File: src/pkg/aspr_map.svh
// Purpose: register offsets, field positions and counts of the serial port
// Assumes: one 32-bit aligned word per register
// Notes: offsets are byte addresses within the port window
`ifndef ASPR_MAP_SVH
`define ASPR_MAP_SVH
// ****************************************
// offsets
// ****************************************
`define ASPR_A_MODE 5'h00
`define ASPR_A_STA 5'h04
`define ASPR_A_RXC 5'h08
`define ASPR_A_TXC 5'h0C
`define ASPR_A_IST 5'h10
`define ASPR_A_ICLR 5'h14
`define ASPR_A_IEN 5'h18
`define ASPR_A_BRG 5'h1C
// ****************************************
// mode fields
// ****************************************
`define ASPR_M_ON 15
`define ASPR_M_SIDL 13
`define ASPR_M_IR 12
`define ASPR_M_WAKE 7
`define ASPR_M_ABD 5
`define ASPR_M_RATE_GEN_HIGH_SPEED 3
`define ASPR_M_NINE 1
// ****************************************
// interrupt status bits
// ****************************************
`define ASPR_I_TX 0
`define ASPR_I_RX 1
`define ASPR_I_WAKE 2
`define ASPR_I_RX_OVERRUN 3
`define ASPR_I_ABD 4
// ****************************************
// counts
// ****************************************
`define ASPR_OSR_LO 5'h10
`define ASPR_OSR_HI 5'h04
`define ASPR_IR_PULSE 5'h03
`define ASPR_DEPTH 3'h4
`define ASPR_BRK_BITS 4'hE
`define ASPR_BRK_FRAME 14'h2000
`define ASPR_ABD_SH_LO 7
`define ASPR_ABD_SH_HI 5
`endif

File: src/pkg/aspr_pkg.sv
// Purpose: types of the serial port
// Assumes: fixed queue depth of four characters
// Notes: all state lives in one packed struct
package aspr_pkg;
  typedef enum logic [1:0] {
    RX_IDLE = 2'b00,
    RX_START = 2'b01,
    RX_DATA = 2'b10,
    RX_ABD = 2'b11
  } aspr_rx_e;
  typedef logic [8:0] aspr_chr_t;
  typedef struct packed {
    logic [15:0] mode;
    logic [1:0] txisel;
    logic txinv;
    logic rxen;
    logic txbrk;
    logic txen;
    logic rx_overrun;
    logic [15:0] brg;
    logic [15:0] pre;
    logic [4:0] ist;
    logic [4:0] ien;
    aspr_chr_t [3:0] txq;
    aspr_chr_t [3:0] rxq;
    logic [1:0] txr;
    logic [1:0] rxr;
    logic [2:0] txn;
    logic [2:0] rxn;
    logic [13:0] txsh;
    logic [3:0] txbits;
    logic [4:0] txsub;
    logic txbusy;
    logic txbrka;
    logic txo;
    aspr_rx_e rxst;
    logic [9:0] rxsh;
    logic [3:0] rxbits;
    logic [4:0] rxsub;
    logic seen;
    logic rxprev;
    logic pinprev;
    logic [19:0] abcnt;
    logic [2:0] abedge;
    logic dph;
    logic dwr;
    logic [4:0] dadr;
    logic [15:0] rdata;
  } aspr_st_s;
endpackage

File: src/hw/aspr_top.sv
// Purpose: asynchronous serial port with AHB-Lite register slave
// Assumes: zero-wait slave, pins synchronous to mclk_i
// Notes: 4-deep character queues each way
`timescale 1ns/100ps
`default_nettype none
`include "aspr_map.svh"

// Operation
// - idle_stop set halts port during Idle, except an auto-rate count already in progress
// - codec enable routes data through pulse codec
// - sleep wake on falling edge, bit self-clears
// - auto-rate measures 55h field with codec off, then self-clears
// - tx_irq_select picks transmit interrupt moment
// - tx_idle_polarity sets idle level, codec reverses
// - tx_buffer_full reads 1 when queue full
// - received character bits 8-0, upper zero
// - transmit character write-only, nine bits queued
module aspr_top (
  input wire logic mclk_i,
  input wire logic nrst_i,
  input wire logic hsel_i,
  input wire logic [31:0] haddr_i,
  input wire logic [1:0] htrans_i,
  input wire logic hwrite_i,
  input wire logic [2:0] hsize_i,
  input wire logic hready_i,
  input wire logic [31:0] hwdata_i,
  output logic [31:0] hrdata_o,
  output logic hreadyout_o,
  output logic hresp_o,
  input wire logic idle_i,
  input wire logic sleep_i,
  input wire logic serial_in_pin_i,
  output logic serial_out_pin_o,
  output logic irq_o
);
  aspr_pkg::aspr_st_s s_ff;
  aspr_pkg::aspr_st_s nxt_s;
  logic run, tick, nine, ir, raw, rxbit, fall, load, done, ap;
  logic wr_tx, pop_tx, push_rx, rd_rx;
  logic [4:0] len, half, ev;
  logic [3:0] nd;
  logic [9:0] newsh;
  logic [19:0] abq;
  aspr_pkg::aspr_chr_t chr;
  logic [15:0] sta;

  function automatic logic [4:0] osr(input logic hs);
    osr = hs ? `ASPR_OSR_HI : `ASPR_OSR_LO;
  endfunction
  function automatic logic [1:0] fidx(input logic [1:0] r, input logic [2:0] n);
    fidx = r + n[1:0];
  endfunction
  // ****************************************
  // next state
  // ****************************************
  always_comb begin
    nxt_s = s_ff;
    ev = 5'h00;
    wr_tx = 1'b0;
    pop_tx = 1'b0;
    push_rx = 1'b0;
    rd_rx = 1'b0;
    done = 1'b0;
    chr = s_ff.txq[s_ff.txr];
    run = s_ff.mode[`ASPR_M_ON] && !(idle_i && s_ff.mode[`ASPR_M_SIDL]) && !sleep_i;
    tick = run && (s_ff.pre == 16'h0000);
    nine = s_ff.mode[`ASPR_M_NINE];
    ir = s_ff.mode[`ASPR_M_IR];
    len = osr(s_ff.mode[`ASPR_M_RATE_GEN_HIGH_SPEED]);
    half = len >> 1;
    nd = nine ? 4'h9 : 4'h8;
    sta = {s_ff.txisel[1], s_ff.txinv, s_ff.txisel[0], s_ff.rxen, s_ff.txbrk,
           s_ff.txen, s_ff.txn == `ASPR_DEPTH,
           !s_ff.txbusy && s_ff.txn == 3'h0,
           6'h00, s_ff.rx_overrun, s_ff.rxn != 3'h0};
    if (run) begin
      nxt_s.pre = tick ? s_ff.brg : s_ff.pre - 16'h0001;
    end
    // ****************************************
    // register slave
    // ****************************************
    ap = hsel_i && hready_i && htrans_i[1];
    nxt_s.dph = ap;
    nxt_s.dwr = hwrite_i;
    nxt_s.dadr = haddr_i[4:0];
    if (ap && !hwrite_i) begin
      unique case (haddr_i[4:0])
        `ASPR_A_MODE: nxt_s.rdata = s_ff.mode;
        `ASPR_A_STA: nxt_s.rdata = sta;
        `ASPR_A_RXC: begin
          nxt_s.rdata = {7'h00, s_ff.rxq[s_ff.rxr]};
          rd_rx = s_ff.rxn != 3'h0;
        end
        `ASPR_A_IST: nxt_s.rdata = {11'h000, s_ff.ist};
        `ASPR_A_IEN: nxt_s.rdata = {11'h000, s_ff.ien};
        `ASPR_A_BRG: nxt_s.rdata = s_ff.brg;
        default: nxt_s.rdata = 16'h0000;
      endcase
    end
    if (s_ff.dph && s_ff.dwr) begin
      unique case (s_ff.dadr)
        `ASPR_A_MODE: nxt_s.mode = hwdata_i[15:0];
        `ASPR_A_STA: begin
          nxt_s.txisel = {hwdata_i[15], hwdata_i[13]};
          nxt_s.txinv = hwdata_i[14];
          nxt_s.rxen = hwdata_i[12];
          nxt_s.txbrk = hwdata_i[11];
          nxt_s.txen = hwdata_i[10];
          if (!hwdata_i[1]) begin
            nxt_s.rx_overrun = 1'b0;
          end
        end
        `ASPR_A_TXC: wr_tx = s_ff.txn != `ASPR_DEPTH;
        `ASPR_A_ICLR: nxt_s.ist = s_ff.ist & ~hwdata_i[4:0];
        `ASPR_A_IEN: nxt_s.ien = hwdata_i[4:0];
        `ASPR_A_BRG: nxt_s.brg = hwdata_i[15:0];
        default: ;
      endcase
    end
    if (wr_tx) begin
      nxt_s.txq[fidx(s_ff.txr, s_ff.txn)] = hwdata_i[8:0];
    end
    // ****************************************
    // transmitter
    // ****************************************
    raw = s_ff.txbusy ? s_ff.txsh[0] : 1'b1;
    load = run && s_ff.txen && !s_ff.txbusy && (s_ff.txbrk || s_ff.txn != 3'h0);
    if (load) begin
      nxt_s.txbusy = 1'b1;
      nxt_s.txsub = 5'h00;
      if (s_ff.txbrk) begin
        nxt_s.txsh = `ASPR_BRK_FRAME;
        nxt_s.txbits = `ASPR_BRK_BITS;
        nxt_s.txbrka = 1'b1;
      end else begin
        nxt_s.txsh = {4'hF, nine ? chr : {1'b1, chr[7:0]}, 1'b0};
        nxt_s.txbits = nine ? 4'hB : 4'hA;
        nxt_s.txr = s_ff.txr + 2'h1;
        pop_tx = 1'b1;
      end
    end else if (s_ff.txbusy && tick) begin
      if (s_ff.txsub == len - 5'h01) begin
        nxt_s.txsub = 5'h00;
        nxt_s.txsh = {1'b1, s_ff.txsh[13:1]};
        nxt_s.txbits = s_ff.txbits - 4'h1;
        if (s_ff.txbits == 4'h1) begin
          nxt_s.txbusy = 1'b0;
          done = 1'b1;
          if (s_ff.txbrka) begin
            nxt_s.txbrka = 1'b0;
            nxt_s.txbrk = 1'b0;
          end
        end
      end else begin
        nxt_s.txsub = s_ff.txsub + 5'h01;
      end
    end
    unique case (s_ff.txisel)
      2'b00: ev[`ASPR_I_TX] = pop_tx;
      2'b01: ev[`ASPR_I_TX] = done && s_ff.txn == 3'h0;
      2'b10: ev[`ASPR_I_TX] = pop_tx && s_ff.txn == 3'h1;
      2'b11: ev[`ASPR_I_TX] = 1'b0;
    endcase
    // encoder pulses early in each zero bit; idle level then inverts with polarity
    if (ir) begin
      nxt_s.txo = (!raw && s_ff.txbusy && s_ff.txsub < `ASPR_IR_PULSE) ^ s_ff.txinv;
    end else begin
      nxt_s.txo = raw ^ s_ff.txinv;
    end
    // ****************************************
    // receiver
    // ****************************************
    // decoder holds a seen pulse for the rest of the bit so mid-bit sampling works
    rxbit = ir ? !(serial_in_pin_i || s_ff.seen) : serial_in_pin_i;
    fall = s_ff.rxprev && !rxbit;
    newsh = {rxbit, s_ff.rxsh[9:1]};
    abq = s_ff.mode[`ASPR_M_RATE_GEN_HIGH_SPEED] ? ((s_ff.abcnt + 20'h00001) >> `ASPR_ABD_SH_HI)
                                  : ((s_ff.abcnt + 20'h00001) >> `ASPR_ABD_SH_LO);
    nxt_s.rxprev = rxbit;
    nxt_s.pinprev = serial_in_pin_i;
    nxt_s.seen = s_ff.seen | (ir && serial_in_pin_i);
    if (sleep_i && s_ff.mode[`ASPR_M_WAKE] && s_ff.pinprev && !serial_in_pin_i) begin
      nxt_s.mode[`ASPR_M_WAKE] = 1'b0;
      ev[`ASPR_I_WAKE] = 1'b1;
    end
    unique case (s_ff.rxst)
      aspr_pkg::RX_IDLE: begin
        nxt_s.seen = 1'b0;
        if (run && s_ff.rxen) begin
          if (s_ff.mode[`ASPR_M_ABD]) begin
            nxt_s.rxst = aspr_pkg::RX_ABD;
            nxt_s.abedge = 3'h0;
            nxt_s.abcnt = 20'h00000;
          end else if (fall) begin
            nxt_s.rxst = aspr_pkg::RX_START;
            nxt_s.rxsub = 5'h00;
            nxt_s.seen = ir;
          end
        end
      end
      aspr_pkg::RX_START: begin
        if (tick) begin
          if (s_ff.rxsub == half && rxbit) begin
            nxt_s.rxst = aspr_pkg::RX_IDLE;
          end else if (s_ff.rxsub == len - 5'h01) begin
            nxt_s.rxst = aspr_pkg::RX_DATA;
            nxt_s.rxsub = 5'h00;
            nxt_s.rxbits = 4'h0;
            nxt_s.seen = 1'b0;
          end else begin
            nxt_s.rxsub = s_ff.rxsub + 5'h01;
          end
        end
      end
      aspr_pkg::RX_DATA: begin
        if (tick) begin
          nxt_s.rxsub = s_ff.rxsub + 5'h01;
          if (s_ff.rxsub == half) begin
            nxt_s.rxsh = newsh;
            if (s_ff.rxbits == nd) begin
              nxt_s.rxst = aspr_pkg::RX_IDLE;
              if (s_ff.rxn == `ASPR_DEPTH) begin
                nxt_s.rx_overrun = 1'b1;
                ev[`ASPR_I_RX_OVERRUN] = 1'b1;
              end else begin
                nxt_s.rxq[fidx(s_ff.rxr, s_ff.rxn)] = nine ? newsh[8:0] : {1'b0, newsh[8:1]};
                push_rx = 1'b1;
                ev[`ASPR_I_RX] = 1'b1;
              end
            end
          end else if (s_ff.rxsub == len - 5'h01) begin
            nxt_s.rxsub = 5'h00;
            nxt_s.rxbits = s_ff.rxbits + 4'h1;
            nxt_s.seen = 1'b0;
          end
        end
      end
      aspr_pkg::RX_ABD: begin
        // sync field 55h gives five falling edges spanning eight bit times
        if (s_ff.abedge != 3'h0) begin
          nxt_s.abcnt = s_ff.abcnt + 20'h00001;
        end
        if (fall) begin
          nxt_s.abedge = s_ff.abedge + 3'h1;
          if (s_ff.abedge == 3'h4) begin
            nxt_s.brg = abq[15:0] - 16'h0001;
            nxt_s.mode[`ASPR_M_ABD] = 1'b0;
            ev[`ASPR_I_ABD] = 1'b1;
            nxt_s.rxst = aspr_pkg::RX_IDLE;
          end
        end
      end
    endcase

    // ****************************************
    // queue counts and sticky status
    // ****************************************
    nxt_s.txn = s_ff.txn + {2'h0, wr_tx} - {2'h0, pop_tx};
    nxt_s.rxn = s_ff.rxn + {2'h0, push_rx} - {2'h0, rd_rx};
    if (rd_rx) begin
      nxt_s.rxr = s_ff.rxr + 2'h1;
    end
    // set after clear so a same-cycle event survives
    nxt_s.ist = nxt_s.ist | ev;
  end

  always_ff @(posedge mclk_i or negedge nrst_i) begin
    if (!nrst_i) begin
      s_ff <= '0;
      s_ff.txo <= 1'b1;
      s_ff.rxprev <= 1'b1;
      s_ff.pinprev <= 1'b1;
    end else begin
      s_ff <= nxt_s;
    end
  end
  assign hrdata_o = {16'h0000, s_ff.rdata};
  assign hreadyout_o = 1'b1;
  assign hresp_o = 1'b0;
  assign serial_out_pin_o = s_ff.txo;
  assign irq_o = |(s_ff.ist & s_ff.ien);
endmodule
`default_nettype wire

File: config.mk
export PLATFORM = sky130hd
export DESIGN_NAME = aspr_top
export DESIGN_NICKNAME = d
export VERILOG_FILES = /design/src/pkg/aspr_pkg.sv /design/src/hw/aspr_top.sv
export VERILOG_INCLUDE_DIRS = /design/src /design/src/pkg
export SDC_FILE = /design/constraint.sdc
export NUM_CORES = 1
export LEC_CHECK = 0
export ABC_AREA = 1
export BUFFER_PORTS_ARGS = -buffer_cell sky130_fd_sc_hd__buf_2
export CAP_MARGIN = 20
export CORE_ASPECT_RATIO = 1.1
export CORE_MARGIN = 8
export CORE_UTILIZATION = 50
export CTS_CLUSTER_DIAMETER = 100
export DETAILED_ROUTE_END_ITERATION = 10
export PLACE_DENSITY = 0.69
export SYNTH_ARGS = -nofsm -noshare
export SYNTH_HDL_FRONTEND = slang
export SYNTH_SLANG_ARGS = --single-unit
File: constraint.sdc
create_clock -name mclk_i -period 3.5 [get_ports mclk_i]
set_input_delay 0.875 -clock mclk_i [delete_from_list [all_inputs] [get_ports mclk_i]]
set_output_delay 0.875 -clock mclk_i [all_outputs]
set_load 0.05 [all_outputs]
# Yosys cells after proc, flatten, opt, wreduce, memory -nomap -nowiden
# Cells that the tools add are included.
# word_totals
reg_bits	243
latchBits	0
mem_bits_rw	0
rom_bits	0
inputBits	77
output_inout_bits	36
wordCells	298
mem_count	0
# classes
add_sub_neg	17
multipliers	0
div	0
magnitude_cmp	7
n_eq_ne	44
n_shift	0
muxes	108
bitwise	9
n_reduce_logical	69
# op_table
op	count
16-bit one-hot mux with 6 select lines	1
16-bit two-way mux	5
36-bit bitwise mux	2
9-bit two-way mux	6
10-bit two-way mux	5
25-bit two-way mux	2
1-bit two-way mux	46
23-bit two-way mux	2
23-bit one-hot mux with 2 select lines	1
9-bit binary-select mux with 2-bit select	2
9-bit demux with 2-bit select	2
2-bit inequality test (second input constant)	16
31-bit two-way mux	1
5-bit equality test (second input constant)	6
1-bit logical AND	26
5-bit two-way mux	5
2-bit two-way mux	11
22-bit two-way mux	1
20-bit by 1-bit adder with 20-bit output (second input constant)	1
20-bit two-way mux	1
18-bit two-way mux	1
6-bit two-way mux	3
6-bit one-hot mux with 3 select lines	1
17-bit two-way mux	1
55 further kinds	106

# Depth between registers and ports, before layout
# logic_depth
depth_word	11
mapped_depth	16
depth_no_buf	16

# Worst setup path before layout
# No wires, ideal clock.
# synth_timing
path_kind	input -> register
from	input port sleep_i
to	register s_ff[101] (netlist name)
setup_time_ns	0.129
arrival_time_ns	2.851
required_ns	3.371
path_slack_ns	0.520
cell_stages	13
cell_sequence	inv_1 nand3_2 inv_2 nand3_1 a21oi_2 nand2_1 inv_1 buf_2 ha_1 inv_1 ha_1 fa_1 xor2_1
# synth_lines
item	line	source
start, declared	aspr_top.sv:32	input wire logic sleep_i,
end signal, assigned	aspr_top.sv:275	s_ff <= nxt_s;
end, declared	aspr_top.sv:37	aspr_pkg::aspr_st_s s_ff;

==> results.py <==
metrics = {
    "run_status": {
        "status": "completed",
    },
    "sta": {
        "slew_violations": 0,
        "finalHoldViolCount": 0,
        "rsz0062_at_grt": "no",
        "clock_skew_ps": 17.7,
        "slew_headroom_pct": 34.9,
        "period_needed_ps": 3030,
        "tightest_slew_ps": 974,
        "finalSetupViolCount": 0,
        "min_period_over_period_pct": 86.5,
        "setup_tns_ps": 0,
        "fmaxAchievable_mhz": 330,
    },
    "final_layout": {
        "instances_no_fill": 2056,
        "area_growth_pct": 11.0,
        "layout-drive-gt1-share_pct": 9.18,
        "final_core_util_pct": 56.7,
        "fillers": 2335,
        "diodes": 0,
        "layout.nets": 1789,
        "final_cell_area_um2": 14400,
    },
    "job": {
        "maxCapViolCount": 0,
    },
    "routing": {
        "vias": 11222,
        "drtAntennaViolNets": 0,
        "drc": 0,
        "wirelength_um": 33800,
        "drt_iter0_markers": 1206,
        "via_per_inst": 5.46,
        "wl_per_cell_um": 16.4,
        "first_pass_iters": 6,
    },
    "critical_path": {
        "reg2reg_from": "s_ff[188]",
        "reg2reg_slack_ps": 470,
        "crit_path_max_fanout": 7,
        "cp-startpoint": "s_ff[188]",
        "end_kind": "flip-flop",
        "cp-start-kind": "flip-flop",
        "crit_type": "reg2reg",
        "cp.arrival_ps": 3440,
        "crit_required_ps": 3910,
    },
    "yosys": {
        "synthCells": 1659,
        "netlist_top_cells_count": "nand2_1 (419), dfrtp_1 (239), o21ai_0 (203)",
        "yosysMostFrequentCell": "nand2_1",
        "ys_warn_count": 0,
        "netlist_area_um2": 12900,
        "synth_area_leaders": "dfrtp_1 (46%), nand2_1 (12%), o21ai_0 (7.8%)",
        "yosys.area.top_type": "dfrtp_1",
        "synth.avg_cell_area_um2": 7.81,
        "yosysTopAreaCellShare_pct": 46.2,
        "synth_flop_cell": "dfrtp_1",
        "async_flop_share_pct": 100,
        "synth_cell_type_count": 54,
        "synth_seq_area_share_pct": 46.8,
        "synth-edff-count": 0,
        "ys_ff_latch": 242,
    },
    "grt": {
        "grt_use_total_pct": 21.5,
        "grt_overflow": 0,
        "grt_max_degree": 99,
        "grt_pass1_vias": 10467,
        "antenna_found_initial": 0,
        "grt_pass1_wl_um": 54600,
    },
    "die": {
        "core_area_um2": 25300,
        "die_w_um": 169,
        "ios": 113,
        "fp.dieH_um": 185,
        "start_util_pct": 51.1,
        "die_area_um2": 31300,
        "row_count": 61,
    },
    "clocking": {
        "cts_resized": 0,
        "cts_buffers": 27,
        "cts_setup_buffers": 0,
        "cts_sinks": 242,
        "clk_latency_ps": 530,
        "cts_buffer_depth": 3,
        "htree_levels": 1,
        "clk_pin_slew_ps": 60,
        "cts_hold_buf": 0,
        "clockRootBuffer": "clkbuf_16",
        "cts_tree": "built",
    },
    "power_and_ir_drop": {
        "leakagePower_uw": 0.00703,
        "worst_ir_drop_vdd_v": 0.000466,
        "sw_frac_of_total_pct": 36.1,
        "p_per_area_nw_per_um2": 643,
        "internal_power_uw": 5900,
        "comb_power_share_pct": 28.3,
        "clock_power_share_pct": 32.0,
        "switchingPower_uw": 3340,
        "seqPwrFrac_pct": 39.7,
    },
    "placement": {
        "gp_congestion": 0.940,
        "dp_cells": 2010,
        "dpl.hpwl_um": 24300,
        "portBuffers": 47,
        "placed_area_um2": 13400,
    },
    "hold_path": {
        "hp-class": "in2async",
    },
}
sequential cells by signal, indices dropped and copies added (netlist names):
register and flops:
hrdata_o 16, ir 1, newsh 9, nine 1, s_ff 214, serial_out_pin_o 1
final cells by class:
type	count	area, um2	area share (%)
Inverter	173	653	4.55
Tap cell	346	433	3.01
Sequential cell	242	6060	42.2
Clock inverter	6	108	0.749
Timing Repair Buffer	76	475	3.31
Clock buffer	40	825	5.74
Multi-Input combinational cell	1173	5820	40.5
power by group through the flow:
stage,sequential [uW],clock [uW],combinational [uW]
6_report,3670,2950,2610
5_1_grt,3720,3150,2980
4_1_cts,3650,3010,2600
3_5_place_dp,3690,0,2580
3_3_place_gp,3680,0,2530
2_1_floorplan,3480,0,1740
through the flow:
| step | power [uW] | setup WS, ps | hold WS, ps |
|---|---|---|---|
| global placement | 6200 | 470 | 437 |
| finish | 9240 | 471 | 332 |
| detailed placement | 6270 | 408 | 441 |
| CTS | 9250 | 501 | 396 |
| global route | 9850 | 297 | 404 |
| floorplan | 5220 | 520 | 420 |
routing by layer:
| metal | up-vias | GRT usage (%) | share of wire, % |
|---|---|---|---|
| met5 | - | 0 | 0 |
| met4 | 0 | 6.48 | 2.7 |
| met3 | 54 | 3.36 | 6.2 |
| met2 | 312 | 34.0 | 45 |
| met1 | 5314 | 30.2 | 46 |
| li1 | 5542 | - | - |
worst max-delay path, stage by stage (launching register included):
cell and delay [ps]:
dfrtp_1 380, inv_1 140, ha_1 250, nand3_1 100
nor3_1 150, nand3_1 210, nor2_2 150, inv_1 150
nor2_2 140, nand3b_1 130, ha_1 310, inv_1 50
ha_1 190, fa_1 380, xor2_1 170
placed cells by master, fill, tap and decap left out, types with 5 or more instances in the layout:
cell / instances
nand2_1: 419
dfrtp_1: 239
o21ai_0: 203
inv_1: 162
nor2_1: 130
nand3_1: 100
buf_2: 46
a21oi_1: 40
o21ai_1: 38
buf_4: 28
clkbuf_16: 27
nand4_1: 26
nor3_1: 22
o22ai_1: 22
xor2_1: 18
conb_1: 18
ha_1: 17
a22oi_1: 14
nor2_2: 12
a31oi_1: 11
a221oi_1: 11
clkbuf_8: 10
o211ai_1: 8
o32ai_1: 8
xnor2_1: 6
nor4_1: 5
clkinv_1: 5
o221ai_1: 5
final timing paths:
kind,cells past startpoint,endpoint
worst min-delay path,1,s_ff[53]
max in group asynchronous,2,s_ff[154]
worst min register to register,2,s_ff[95]
min in group mclk_i,2,s_ff[95]
worst max register to register,14,s_ff[98]
worst max-delay path,14,s_ff[98]
logic make-up after synthesis:
kind of cell	after synthesis	share of synthesized area, %
and+or+nand+nor	734	24.4
AOI/OAI and AO/OA	377	16.4
buffers and inverters	260	8.75
DFF	242	46.8
xor gates and xnor gates	24	1.62
adders and majority gates	19	1.95
other	2	0.0580
muxes	1	0.0773
Power figures use the tool's default switching activity.
